## config.mk

```make
export PLATFORM = sky130hd
export DESIGN_NAME = hwdec_top
export DESIGN_NICKNAME = d
export VERILOG_FILES = /design/src/hwdec_pkg.sv /design/src/hwdec_misc_chk.sv /design/src/hwdec_top.sv
export SDC_FILE = /design/constraint.sdc
export NUM_CORES = 1
export LEC_CHECK = 0
export ABC_CLOCK_PERIOD_IN_PS = 1000
export BUFFER_PORTS_ARGS = -buffer_cell sky130_fd_sc_hd__buf_2
export CORE_ASPECT_RATIO = 1.1
export CORE_MARGIN = 3
export CORE_UTILIZATION = 48
export DETAILED_ROUTE_END_ITERATION = 10
export PLACE_DENSITY = 0.75
export SETUP_SLACK_MARGIN = 0.5
export SYNTH_ARGS = -nofsm -noshare
export SYNTH_HDL_FRONTEND = slang
export SYNTH_SLANG_ARGS = --single-unit
```

## constraint.sdc

```tcl
create_clock -name SYS_CLK -period 1 [get_ports SYS_CLK]
set_clock_uncertainty 0.05 [all_clocks]
set_input_delay 0.1 -clock SYS_CLK [delete_from_list [all_inputs] [get_ports SYS_CLK]]
set_output_delay 0.1 -clock SYS_CLK [all_outputs]
set_load 0.005 [all_outputs]
```

## src/hwdec_pkg.sv

```systemverilog
// Package with the encodings, classes and operation codes of the halfword decoder.
// Behaviour
// - Bits 15:11 of 11101, 11110 or 11111 mark the first half of a wide instruction.
// - 00xxxx shift/add/move/compare, 010000 data processing, 010001 special data.
// - 01001x is a word load from the literal pool relative to the program counter.
// - 0101xx, 011xxx and 100xxx all go to the single load/store class.
// - 10100x makes a pc-relative address, 10101x a stack-relative address.
// - 1011xx is miscellaneous; unallocated encodings there raise undefined.
// - 11000x is a store multiple, 11001x a load multiple.
// - 1101xx is conditional branch or supervisor call; 11100x an unconditional branch.
// - Sub-opcode 000xx shift left, 001xx shift right, 010xx arithmetic shift right.
// - 01100/01101 register add/subtract, 01110/01111 three-bit immediate add/subtract.
// - 100xx move, 101xx compare, 110xx/111xx eight-bit immediate add/subtract.
// - Shift-left code 00000 with bits 8:6 zero is a register move instead.
// - Data codes 0000..0111: and, xor, shifts left, right, arith, carry add, carry sub, rotate.
// - Data codes 1000..1111: test, negate, compare, compare negative, or, multiply, clear, not.
// - Special 00xx add, 10xx move, 0101/011x compare, 0100 unpredictable.
// - Special 110x branch-exchange, 111x branch-link-exchange to a register.
// - Major 0101: minor 000..111 select eight register-offset loads and stores.
// - Major 0110/0111/1000: word/byte/half immediate; bit 11 picks store or load.
// - Major 1001: minor 0xx stack-relative word store, 1xx word load.
package hwdec_pkg;

  // ----------------------------------------------------------------
  // Field positions.
  // ----------------------------------------------------------------
  localparam int SEL_HI = 15;
  localparam int SEL_LO = 10;
  localparam int WIDE_LO = 11;
  localparam int SUB5_LO = 9;
  localparam int SUB4_LO = 6;
  localparam int MAJ_LO = 12;
  localparam int MIN_LO = 9;
  localparam int SIX_HI = 8;
  localparam int SIX_LO = 6;
  localparam int LS_DIR_BIT = 11;

  localparam logic [4:0] WIDE_A = 5'h1D;
  localparam logic [4:0] WIDE_B = 5'h1E;
  localparam logic [4:0] WIDE_C = 5'h1F;

  localparam logic [3:0] MAJ_REG = 4'h5;
  localparam logic [3:0] MAJ_WORD = 4'h6;
  localparam logic [3:0] MAJ_BYTE = 4'h7;
  localparam logic [3:0] MAJ_HALF = 4'h8;
  localparam logic [3:0] MAJ_STACK = 4'h9;

  localparam logic [3:0] SPEC_UNPRED = 4'h4;
  localparam logic [3:0] SPEC_COMPARE = 4'h5;

  // Miscellaneous-class allocated patterns use bits 11:5.
  localparam logic [6:0] MISC_CPS = 7'h33;

  // ----------------------------------------------------------------
  // Classes and operations.
  // ----------------------------------------------------------------
  typedef enum logic [3:0] {
    CLS_SHIFT_ADD = 4'h0,
    CLS_DATA_PROC = 4'h1,
    CLS_SPECIAL = 4'h2,
    CLS_LIT_LOAD = 4'h3,
    CLS_LOAD_STORE = 4'h4,
    CLS_PC_ADDR = 4'h5,
    CLS_SP_ADDR = 4'h6,
    CLS_MISC = 4'h7,
    CLS_STORE_MULTI = 4'h8,
    CLS_LOAD_MULTI = 4'h9,
    CLS_COND_BRANCH = 4'hA,
    CLS_BRANCH = 4'hB,
    CLS_WIDE = 4'hC
  } hwdec_class_e;

  typedef enum logic [5:0] {
    OP_NONE = 6'h00,
    OP_SHIFT_LEFT_LOGICAL = 6'h01,
    OP_SHIFT_RIGHT_LOGICAL = 6'h02,
    OP_SHIFT_RIGHT_ARITH = 6'h03,
    OP_ADD_REG = 6'h04,
    OP_SUB_REG = 6'h05,
    OP_ADD_IMM3 = 6'h06,
    OP_SUB_IMM3 = 6'h07,
    OP_MOVE_IMM = 6'h08,
    OP_COMPARE_IMM = 6'h09,
    OP_ADD_IMM8 = 6'h0A,
    OP_SUB_IMM8 = 6'h0B,
    OP_MOVE_REG = 6'h0C,
    OP_AND = 6'h0D,
    OP_EXCLUSIVE_OR = 6'h0E,
    OP_SHIFT_LEFT_REG = 6'h0F,
    OP_SHIFT_RIGHT_REG = 6'h10,
    OP_SHIFT_ARITH_REG = 6'h11,
    OP_ADD_CARRY = 6'h12,
    OP_SUBTRACT_CARRY = 6'h13,
    OP_ROTATE_RIGHT = 6'h14,
    OP_TEST_AND = 6'h15,
    OP_REVERSE_SUBTRACT = 6'h16,
    OP_COMPARE_REG = 6'h17,
    OP_COMPARE_NEGATIVE = 6'h18,
    OP_BITWISE_OR = 6'h19,
    OP_MULTIPLY = 6'h1A,
    OP_BIT_CLEAR = 6'h1B,
    OP_BITWISE_NOT = 6'h1C,
    OP_BRANCH_EXCHANGE = 6'h1D,
    OP_BRANCH_LINK_EXCHANGE = 6'h1E,
    OP_STORE_WORD = 6'h1F,
    OP_STORE_HALF = 6'h20,
    OP_STORE_BYTE = 6'h21,
    OP_LOAD_SIGNED_BYTE = 6'h22,
    OP_LOAD_WORD = 6'h23,
    OP_LOAD_HALF = 6'h24,
    OP_LOAD_BYTE = 6'h25,
    OP_LOAD_SIGNED_HALF = 6'h26,
    OP_LOAD_LITERAL = 6'h27,
    OP_PC_ADDRESS = 6'h28,
    OP_SP_ADDRESS = 6'h29,
    OP_STORE_MULTIPLE = 6'h2A,
    OP_LOAD_MULTIPLE = 6'h2B,
    OP_BRANCH = 6'h2C,
    OP_MISC = 6'h2D,
    OP_COND_BRANCH = 6'h2E,
    OP_WIDE_PREFIX = 6'h2F
  } hwdec_op_e;

endpackage : hwdec_pkg

```

## src/hwdec_misc_chk.sv

```systemverilog
// Allocation check for the miscellaneous 16-bit class.
`timescale 1ns/1ps
`default_nettype none
module hwdec_misc_chk
  import hwdec_pkg::*;
(
  input wire logic [6:0] misc_code,
  output logic allocated
);

  // ----------------------------------------------------------------
  // Allocation table.
  // ----------------------------------------------------------------
  // Gaps are 0110xxx except CPS, 0111xxx, 1000xxx and 101010x.
  always_comb begin
    allocated = 1'b1;
    if (misc_code[6:3] == 4'h6 && misc_code != MISC_CPS) begin
      allocated = 1'b0;
    end
    if (misc_code[6:3] == 4'h7 || misc_code[6:3] == 4'h8) begin
      allocated = 1'b0;
    end
    if (misc_code[6:1] == 6'h2A) begin
      allocated = 1'b0;
    end
  end

endmodule : hwdec_misc_chk
`default_nettype wire

```

## src/hwdec_top.sv

```systemverilog
// Registered decoder for one compact halfword instruction.
`timescale 1ns/1ps
`default_nettype none
module hwdec_top
  import hwdec_pkg::*;
(
  input wire logic SYS_CLK,
  input wire logic RSTN,
  input wire logic INSTR_VALID,
  input wire logic [15:0] INSTR_HALF,
  output logic DEC_VALID,
  output logic [3:0] DEC_CLASS,
  output logic [5:0] DEC_OP,
  output logic DEC_WIDE,
  output logic DEC_UNDEFINED,
  output logic DEC_UNPREDICTABLE
);

  // ----------------------------------------------------------------
  // State.
  // ----------------------------------------------------------------
  typedef struct packed {
    logic rst_meta;
    logic rst_sync;
    logic valid;
    hwdec_class_e cls;
    hwdec_op_e op;
    logic wide;
    logic undef;
    logic unpred;
  } hwdec_state_s;

  hwdec_state_s st_r;
  hwdec_state_s st_nxt;
  logic rst_n_int;
  logic misc_ok;
  logic [5:0] sel;
  logic [4:0] sub5;
  logic [3:0] sub4;
  logic [3:0] ls_major_field;
  logic [2:0] ls_minor_field;

  assign rst_n_int = st_r.rst_sync;
  assign sel = INSTR_HALF[SEL_HI:SEL_LO];
  assign sub5 = INSTR_HALF[13:SUB5_LO];
  assign sub4 = INSTR_HALF[SUB5_LO:SUB4_LO];
  assign ls_major_field = INSTR_HALF[SEL_HI:MAJ_LO];
  assign ls_minor_field = INSTR_HALF[LS_DIR_BIT:MIN_LO];

  hwdec_misc_chk u_misc (
    .misc_code(INSTR_HALF[11:5]),
    .allocated(misc_ok)
  );

  // ----------------------------------------------------------------
  // Decode.
  // ----------------------------------------------------------------
  // The halfword comes from fetch logic on this clock, so it is not synchronised.
  always_comb begin
    st_nxt = st_r;
    st_nxt.rst_meta = 1'b1;
    st_nxt.rst_sync = st_r.rst_meta;
    st_nxt.valid = INSTR_VALID;
    st_nxt.cls = CLS_SHIFT_ADD;
    st_nxt.op = OP_NONE;
    st_nxt.wide = 1'b0;
    st_nxt.undef = 1'b0;
    st_nxt.unpred = 1'b0;
    if (INSTR_HALF[SEL_HI:WIDE_LO] == WIDE_A || INSTR_HALF[SEL_HI:WIDE_LO] == WIDE_B ||
        INSTR_HALF[SEL_HI:WIDE_LO] == WIDE_C) begin
      st_nxt.wide = 1'b1;
      st_nxt.cls = CLS_WIDE;
      st_nxt.op = OP_WIDE_PREFIX;
    end else if (sel[5:4] == 2'h0) begin
      st_nxt.cls = CLS_SHIFT_ADD;
      casez (sub5)
        5'b000??: st_nxt.op = OP_SHIFT_LEFT_LOGICAL;
        5'b001??: st_nxt.op = OP_SHIFT_RIGHT_LOGICAL;
        5'b010??: st_nxt.op = OP_SHIFT_RIGHT_ARITH;
        5'b01100: st_nxt.op = OP_ADD_REG;
        5'b01101: st_nxt.op = OP_SUB_REG;
        5'b01110: st_nxt.op = OP_ADD_IMM3;
        5'b01111: st_nxt.op = OP_SUB_IMM3;
        5'b100??: st_nxt.op = OP_MOVE_IMM;
        5'b101??: st_nxt.op = OP_COMPARE_IMM;
        5'b110??: st_nxt.op = OP_ADD_IMM8;
        default: st_nxt.op = OP_SUB_IMM8;
      endcase
      if (sub5 == 5'h00 && INSTR_HALF[SIX_HI:SIX_LO] == 3'h0) begin
        st_nxt.op = OP_MOVE_REG;
      end
    end else if (sel == 6'h10) begin
      st_nxt.cls = CLS_DATA_PROC;
      unique case (sub4)
        4'h0: st_nxt.op = OP_AND;
        4'h1: st_nxt.op = OP_EXCLUSIVE_OR;
        4'h2: st_nxt.op = OP_SHIFT_LEFT_REG;
        4'h3: st_nxt.op = OP_SHIFT_RIGHT_REG;
        4'h4: st_nxt.op = OP_SHIFT_ARITH_REG;
        4'h5: st_nxt.op = OP_ADD_CARRY;
        4'h6: st_nxt.op = OP_SUBTRACT_CARRY;
        4'h7: st_nxt.op = OP_ROTATE_RIGHT;
        4'h8: st_nxt.op = OP_TEST_AND;
        4'h9: st_nxt.op = OP_REVERSE_SUBTRACT;
        4'hA: st_nxt.op = OP_COMPARE_REG;
        4'hB: st_nxt.op = OP_COMPARE_NEGATIVE;
        4'hC: st_nxt.op = OP_BITWISE_OR;
        4'hD: st_nxt.op = OP_MULTIPLY;
        4'hE: st_nxt.op = OP_BIT_CLEAR;
        4'hF: st_nxt.op = OP_BITWISE_NOT;
      endcase
    end else if (sel == 6'h11) begin
      st_nxt.cls = CLS_SPECIAL;
      // The deprecated stack pointer operand is left to software and decodes normally.
      casez (sub4)
        4'b00??: st_nxt.op = OP_ADD_REG;
        4'b10??: st_nxt.op = OP_MOVE_REG;
        4'b011?: st_nxt.op = OP_COMPARE_REG;
        4'b110?: st_nxt.op = OP_BRANCH_EXCHANGE;
        4'b111?: st_nxt.op = OP_BRANCH_LINK_EXCHANGE;
        default: begin
          if (sub4 == SPEC_COMPARE) begin
            st_nxt.op = OP_COMPARE_REG;
          end else begin
            st_nxt.unpred = 1'b1;
          end
        end
      endcase
    end else if (sel[5:1] == 5'h09) begin
      st_nxt.cls = CLS_LIT_LOAD;
      st_nxt.op = OP_LOAD_LITERAL;
    end else if (sel[5:2] == 4'h5 || sel[5:3] == 3'h3 || sel[5:3] == 3'h4) begin
      st_nxt.cls = CLS_LOAD_STORE;
      if (ls_major_field == MAJ_REG) begin
        unique case (ls_minor_field)
          3'h0: st_nxt.op = OP_STORE_WORD;
          3'h1: st_nxt.op = OP_STORE_HALF;
          3'h2: st_nxt.op = OP_STORE_BYTE;
          3'h3: st_nxt.op = OP_LOAD_SIGNED_BYTE;
          3'h4: st_nxt.op = OP_LOAD_WORD;
          3'h5: st_nxt.op = OP_LOAD_HALF;
          3'h6: st_nxt.op = OP_LOAD_BYTE;
          3'h7: st_nxt.op = OP_LOAD_SIGNED_HALF;
        endcase
      end else if (ls_major_field == MAJ_WORD || ls_major_field == MAJ_STACK) begin
        st_nxt.op = INSTR_HALF[LS_DIR_BIT] ? OP_LOAD_WORD : OP_STORE_WORD;
      end else if (ls_major_field == MAJ_BYTE) begin
        st_nxt.op = INSTR_HALF[LS_DIR_BIT] ? OP_LOAD_BYTE : OP_STORE_BYTE;
      end else begin
        st_nxt.op = INSTR_HALF[LS_DIR_BIT] ? OP_LOAD_HALF : OP_STORE_HALF;
      end
    end else if (sel[5:1] == 5'h14) begin
      st_nxt.cls = CLS_PC_ADDR;
      st_nxt.op = OP_PC_ADDRESS;
    end else if (sel[5:1] == 5'h15) begin
      st_nxt.cls = CLS_SP_ADDR;
      st_nxt.op = OP_SP_ADDRESS;
    end else if (sel[5:2] == 4'hB) begin
      st_nxt.cls = CLS_MISC;
      st_nxt.op = OP_MISC;
      st_nxt.undef = ~misc_ok;
    end else if (sel[5:1] == 5'h18) begin
      st_nxt.cls = CLS_STORE_MULTI;
      st_nxt.op = OP_STORE_MULTIPLE;
    end else if (sel[5:1] == 5'h19) begin
      st_nxt.cls = CLS_LOAD_MULTI;
      st_nxt.op = OP_LOAD_MULTIPLE;
    end else if (sel[5:2] == 4'hD) begin
      st_nxt.cls = CLS_COND_BRANCH;
      st_nxt.op = OP_COND_BRANCH;
    end else begin
      st_nxt.cls = CLS_BRANCH;
      st_nxt.op = OP_BRANCH;
    end
    if (!INSTR_VALID) begin
      st_nxt.undef = 1'b0;
      st_nxt.unpred = 1'b0;
    end
  end

  // ----------------------------------------------------------------
  // Registers.
  // ----------------------------------------------------------------
  // The reset synchroniser bits share the struct but reset from the raw pin.
  always_ff @(posedge SYS_CLK or negedge RSTN) begin
    if (!RSTN) begin
      st_r <= '0;
    end else if (!rst_n_int) begin
      st_r <= '0;
      st_r.rst_meta <= 1'b1;
      st_r.rst_sync <= st_r.rst_meta;
    end else begin
      st_r <= st_nxt;
    end
  end

  assign DEC_VALID = st_r.valid;
  assign DEC_CLASS = st_r.cls;
  assign DEC_OP = st_r.op;
  assign DEC_WIDE = st_r.wide;
  assign DEC_UNDEFINED = st_r.undef;
  assign DEC_UNPREDICTABLE = st_r.unpred;
endmodule : hwdec_top
`default_nettype wire

```

Yosys cells after proc, flatten, opt, wreduce, memory -nomap -nowiden

Memories as Yosys holds them, arrays and structs flattened.
Cells that the tools add are included.

Output and inout port bits: 14
Bits in read-only memories: 128
Memories: 2
Logic and storage cells: 102
Bits in registers: 16
Input bits: 19

Memory list:

| name            | depth | width | read ports | clocked after memory_dff | wr ports | RTL line         | text |
|---|---|---|---|---|---|---|---|
| (no name shown) | 16    | 5     | 1          | 0                        | 0        | hwdec_top.sv:94  | `unique case (sub4)` |
| (no name shown) | 8     | 6     | 1          | 0                        | 0        | hwdec_top.sv:135 | `unique case (ls_minor_field)` |

Bitwise logic cells: 1
Reductions and logical operators: 14
Eq/ne operators: 37
Muxes and demuxes: 40

Operators by type and width:

| cell                                                 | count |
|---|---|
| two-way mux 10 bit                                   | 9 |
| one-hot mux 4 bit (10 select lines)                  | 1 |
| equality test 5 bit (second input constant)          | 7 |
| one-hot mux 6 bit (5 select lines)                   | 1 |
| equality test 5 x 4 -> 1 bit (second input constant) | 5 |
| equality test 4 x 3 -> 1 bit (second input constant) | 6 |
| two-way mux 6 bit                                    | 4 |
| equality test 3 bit (second input constant)          | 6 |
| equality test 4 bit (second input constant)          | 4 |
| two-way mux 8 bit                                    | 2 |
| two-way mux 14 bit                                   | 1 |
| two-way mux 1 bit                                    | 13 |
| equality test 6 x 5 -> 1 bit (second input constant) | 2 |
| equality test 3 x 2 -> 1 bit (second input constant) | 3 |
| two-way mux 3 bit                                    | 3 |
| two-way mux 2 bit                                    | 4 |
| two-way mux 7 bit                                    | 1 |
| != test 7 x 6 -> 1 bit (second input constant)       | 1 |
| equality test 6 bit (second input constant)          | 1 |
| logical NOT 3 bit                                    | 2 |
| logical OR 1 bit                                     | 6 |
| logical NOT 5 bit                                    | 1 |
| two-way mux 5 bit                                    | 1 |
| OR reduction 5 bit                                   | 1 |
| other kinds (5)                                      | 7 |

Longest topological paths before layout

Depth after elaboration: 17
Mapped depth: 8
Gate-level depth less buffers: 7

Cells and area by module

A second synthesis with hierarchy kept.

Cell total of the unflattened synthesis: 160
Area total of the unflattened synthesis: 1,333.8 µm²

Modules (own cells, without submodules):

| module         | area each (µm²) | cells an instance | instances | sequential area each (µm²) |
|---|---|---|---|---|
| hwdec_top      | 1,293.7         | 153               | 1         | 400.4 |
| hwdec_misc_chk | 40.0            | 7                 | 1         | 0.0 |

Worst setup path after synthesis

Ideal clock, no wire load.

Path type: in2reg
Start point: input port INSTR_HALF[10]
End point: register st_r, in the netlist DEC_OP[2]
Arrival time: 1.276 ns
Path buffers: 1
Stages on the path: 8
Data required time: 0.822 ns
Setup slack: -0.453 ns
Path through: buf_2 -> inv_1 -> ha_1 -> nor2b_1 -> a2111oi_0 -> nor2_1 -> o2111ai_1 -> a21boi_1

Cells in the longest elaborated chain, start to end: 9
Elaborated cells on any way between the ends: 19
Classes of those cells: eq/ne: 6; mux: 10; reduce/logical: 2; memory: 1

Ends and longest elaborated chain:

| item                   | RTL line         | text |
|---|---|---|
| start, declared        | hwdec_top.sv:10  | `input wire logic [15:0] INSTR_HALF,` |
| memory (8 x 6 bit)     | --               |  |
| two-way mux 6 bit      | hwdec_top.sv:134 | `if (ls_major_field == MAJ_REG) begin` |
| two-way mux 10 bit     | hwdec_top.sv:132 | `end else if (sel[5:2] == 4'h5 \|\| sel[5:3] == 3'h3 \|\| sel[5:3] == 3'h4) begin` |
| two-way mux 10 bit     | hwdec_top.sv:129 | `end else if (sel[5:1] == 5'h09) begin` |
| two-way mux 10 bit     | hwdec_top.sv:112 | `end else if (sel == 6'h11) begin` |
| two-way mux 10 bit     | hwdec_top.sv:92  | `end else if (sel == 6'h10) begin` |
| two-way mux 10 bit (*) | hwdec_top.sv:74  | `end else if (sel[5:4] == 2'h0) begin` |
| two-way mux 10 bit (*) | hwdec_top.sv:69  | `if (INSTR_HALF[SEL_HI:WIDE_LO] == WIDE_A \|\| INSTR_HALF[SEL_HI:WIDE_LO] == WIDE_B \|\|` |
| two-way mux 14 bit (*) | hwdec_top.sv:188 | `end else if (!rst_n_int) begin` |
| end signal, assigned   | hwdec_top.sv:193 | `st_r <= st_nxt;` |
| end, declared          | hwdec_top.sv:33  | `hwdec_state_s st_r;` |

Mark *: on every way between the ends. The rest lies on a longest branch, timed or not.

Worst setup path in the final report

Start point: input port INSTR_HALF[9]
End point: register st_r, in the netlist DEC_OP[0]

The elaborated chain is that of the path after synthesis.

==> results.cfg <==
[outcome]
outcome = finished, violations left
violations = negative hold slack, negative setup slack

[floorplanning]
row_count = 19
num_io_pins = 33
die_h_um = 62.7
die_area_um2 = 3610
coreArea_um2 = 2640
start_util_pct = 53.2
die_w_um = 57.5

[drt]
ant_nets = 0
dr.pass1.iters = 4
via_count = 1685
via_per_inst = 6.17
drt-initial-drc-count = 102
avgRoutedWirePerCell_um = 19.7
wl_um = 5380
drc = 0

[finish]
multiInputGateArea_um2 = 1180
stdcell_count = 273
drive_above_1_share_pct = 61.6
num_antenna_cells = 0
postLayoutCoreUtil_pct = 90.5
nets = 273
seqCellArea_um2 = 400
area_growth_syn_to_layout_pct = 70.3
fillers = 117

[logic_synthesis]
seq_area_frac_synth_pct = 28.5
synthTopCellsByCount = nor2_1, dfrtp_1, nand2_1
synth.most_common_cell = nor2_1
synth_compound_area_share_pct = 23.6
synth_cell_types = 56
synthXorXnorAreaFrac_pct = 1.25
synth_flop_cell = dfrtp_1
synth.mux.area_fraction_pct = 0
synth_edf_count = 0
synth_cells = 165
yosysWarnings = 0
synth_simple_gate_area_share_pct = 28.2
syn-cell-area_um2 = 1400
yosys-top-cells-area = dfrtp_1, ha_1, nor2_1
ys_seq_elements = 16
synth_top_area_share_pct = 28.5
syn_nets = 194
synth_top_area_cell = dfrtp_1
synth_top_family_by_area = simple AND/OR/NAND/NOR gates
syn_avg_cell_area_um2 = 8.50
async_reset_ff_share_pct = 100
synthAdderAreaFrac_pct = 8.92

[critical_path]
reg2reg_from = rst_n_int
critPathRequiredTime_ns = 1.14
r2r_cells = 3
r2r_slack_ns = -0.01
crit_type = input port to flip-flop
rr_endpoint = DEC_OP[3]
path_buf_inv = 2
critPathMaxStageDelay_ns = 0.25
worstPathArrival_ns = 1.27
worst-path-stages = 8
path_cells = buf_12 -> buf_6 -> ha_4 -> nor2_1 -> o21ai_1 -> a31oi_1 -> o21ai_1 -> a22o_1
slowest_stage = a31oi_1
cp-end-kind = flip-flop
path_max_fanout = 4
startpoint_type = input port
crit_top_cell = o21ai_1
crit_family = compound AO/OA/AOI/OAI gates

[cts]
cts.sinks = 16
clock_latency_ns = 0.28
htree_levels = 1
cts_buffers = 3
clockBufferDepth = 2
cts_tree = done
clk_pin_slew_ns = 0.08
cts_root_buf = clkbuf_4

[sta]
worst_hold_slack_ns = -0.358
slew_viol_final = 0
setup_violations = 5
timing.fmax_mhz = 886
min_period_ns = 1.13
finalHoldViolations = 16
setup_slack_ns = -0.129
min_period_over_period_pct = 113
rsz0062_at_grt = yes

[power_and_ir_drop]
p_leak_nw = 1.06
powerDensity_nw_per_um2 = 781
peakVddDrop_mv = 1.02

[global_routing]
antenna_found_initial = 0
grt_pass1_wl_um = 8270
grt_usage_pct = 29.4
grt-ovfl-total = 0
first_global_vias = 1694
grt_max_degree = 17

[placement]
pre_cts_ws_ns = -0.434
place_inst = 264
post-dp-hpwl_um = 3350
gp_congestion = 0.993
port_buffers = 27

[flow_run]
drv_cap = 0

[worst_hold_path]
min_path_type = input port to async pin
## kinds of logic after synthesis
kind of cell | after synthesis
compound gates | 47
fa+ha+maj | 10
buf+inv | 21
xor+xnor | 2
other cells | 1
flops | 16
simple gates | 68
## report_power, final
part / internal, W / switching (W)
clock: 0.000140 / 0.000187
sequential: 0.000681 / 0.0000122
combinational: 0.000414 / 0.000432
total: 0.00124 / 0.000631
## worst max-delay path by stage
stage	startpoint	endpoint	slack, ns
after floorplan	INSTR_HALF[14]	DEC_OP[4]	-0.24
after global placement	INSTR_HALF[9]	DEC_OP[2]	-0.41
after detailed placement	INSTR_HALF[14]	DEC_OP[2]	-0.43
after CTS	INSTR_HALF[9]	DEC_OP[2]	-0.007
after global routing	INSTR_HALF[9]	DEC_OP[0]	-0.18
final	INSTR_HALF[9]	DEC_OP[0]	-0.13
## worst register-to-register path, delay by kind of cell, from the launching register on
family,cells,cell delay (ns)
and+or+nand+nor,1,0.19
buffers and inverters,1,0.17
AOI/OAI and AO/OA,1,0.11
DFF,1,0.42
## placed cells by master, fill, tap and decap left out, types with 2 or more instances in the layout
cell	count
o21ai_2	2
clkbuf_4	3
a21oi_2	2
a21oi_1	7
nand4_1	3
nor4_2	2
ha_2	2
buf_12	3
nand2_2	5
nor2_2	2
and3_4	2
nor2_1	14
buf_4	54
nand3_2	2
nand2b_4	2
ha_4	6
inv_2	2
buf_6	10
nand2_1	7
inv_1	3
a31oi_1	4
o21bai_1	2
buf_2	18
o21ai_1	6
nor2_4	4
o21ai_0	3
nor4b_4	2
nor3_2	2
nor4_4	2
buf_8	2
dfrtp_1	16
a211oi_2	2
nand3_1	2
ha_1	2
o211ai_1	3
and2_4	2
a21boi_1	2
xnor2_1	2
## per-stage QoR
stage	power (W)	instance area [um^2]	TNS [ns]
floorplan	0.00108	1580	-1.12
global placement	0.00134	2010	-3.30
detailed placement	0.00135	2010	-3.60
CTS	0.00179	2310	-0.00673
global route	0.00195	2390	-0.417
finish	0.00187	2390	-0.292
## flip-flops by register name, indices dropped and copies added, names as in the netlist
| register | count |
|---|---|
| DEC_OP | 6 |
| rst_n_int | 1 |
| DEC_UNDEFINED | 1 |
| DEC_CLASS | 4 |
| DEC_WIDE | 1 |
| DEC_UNPREDICTABLE | 1 |
| DEC_VALID | 1 |
| st_nxt | 1 |
## cell type report
cell class | count | share of cell area, %
Sequential cell | 16 | 16.8
Inverter | 8 | 1.89
Multi-Input combinational cell | 128 | 49.6
Clock buffer | 3 | 0.943
Timing Repair Buffer | 87 | 29.2
Tap cell | 31 | 1.62
## timing repair
item	4_1_cts	5_1_grt
buffers inserted	3	3
cloned	0	0
resized for setup	64	14
hold endpoints to repair	16	16
endpoints found under the setup margin	29	29
pin swaps	27	14
## layer usage
layer	vias to the layer above	GRT usage (%)	wire, um
met3	30	4.75	376
met1	804	34.5	2000
met4	0	16.2	231
li1	752	-	-
met5	-	0	0
met2	99	49.6	2770
(Power assumes the default switching activity.)
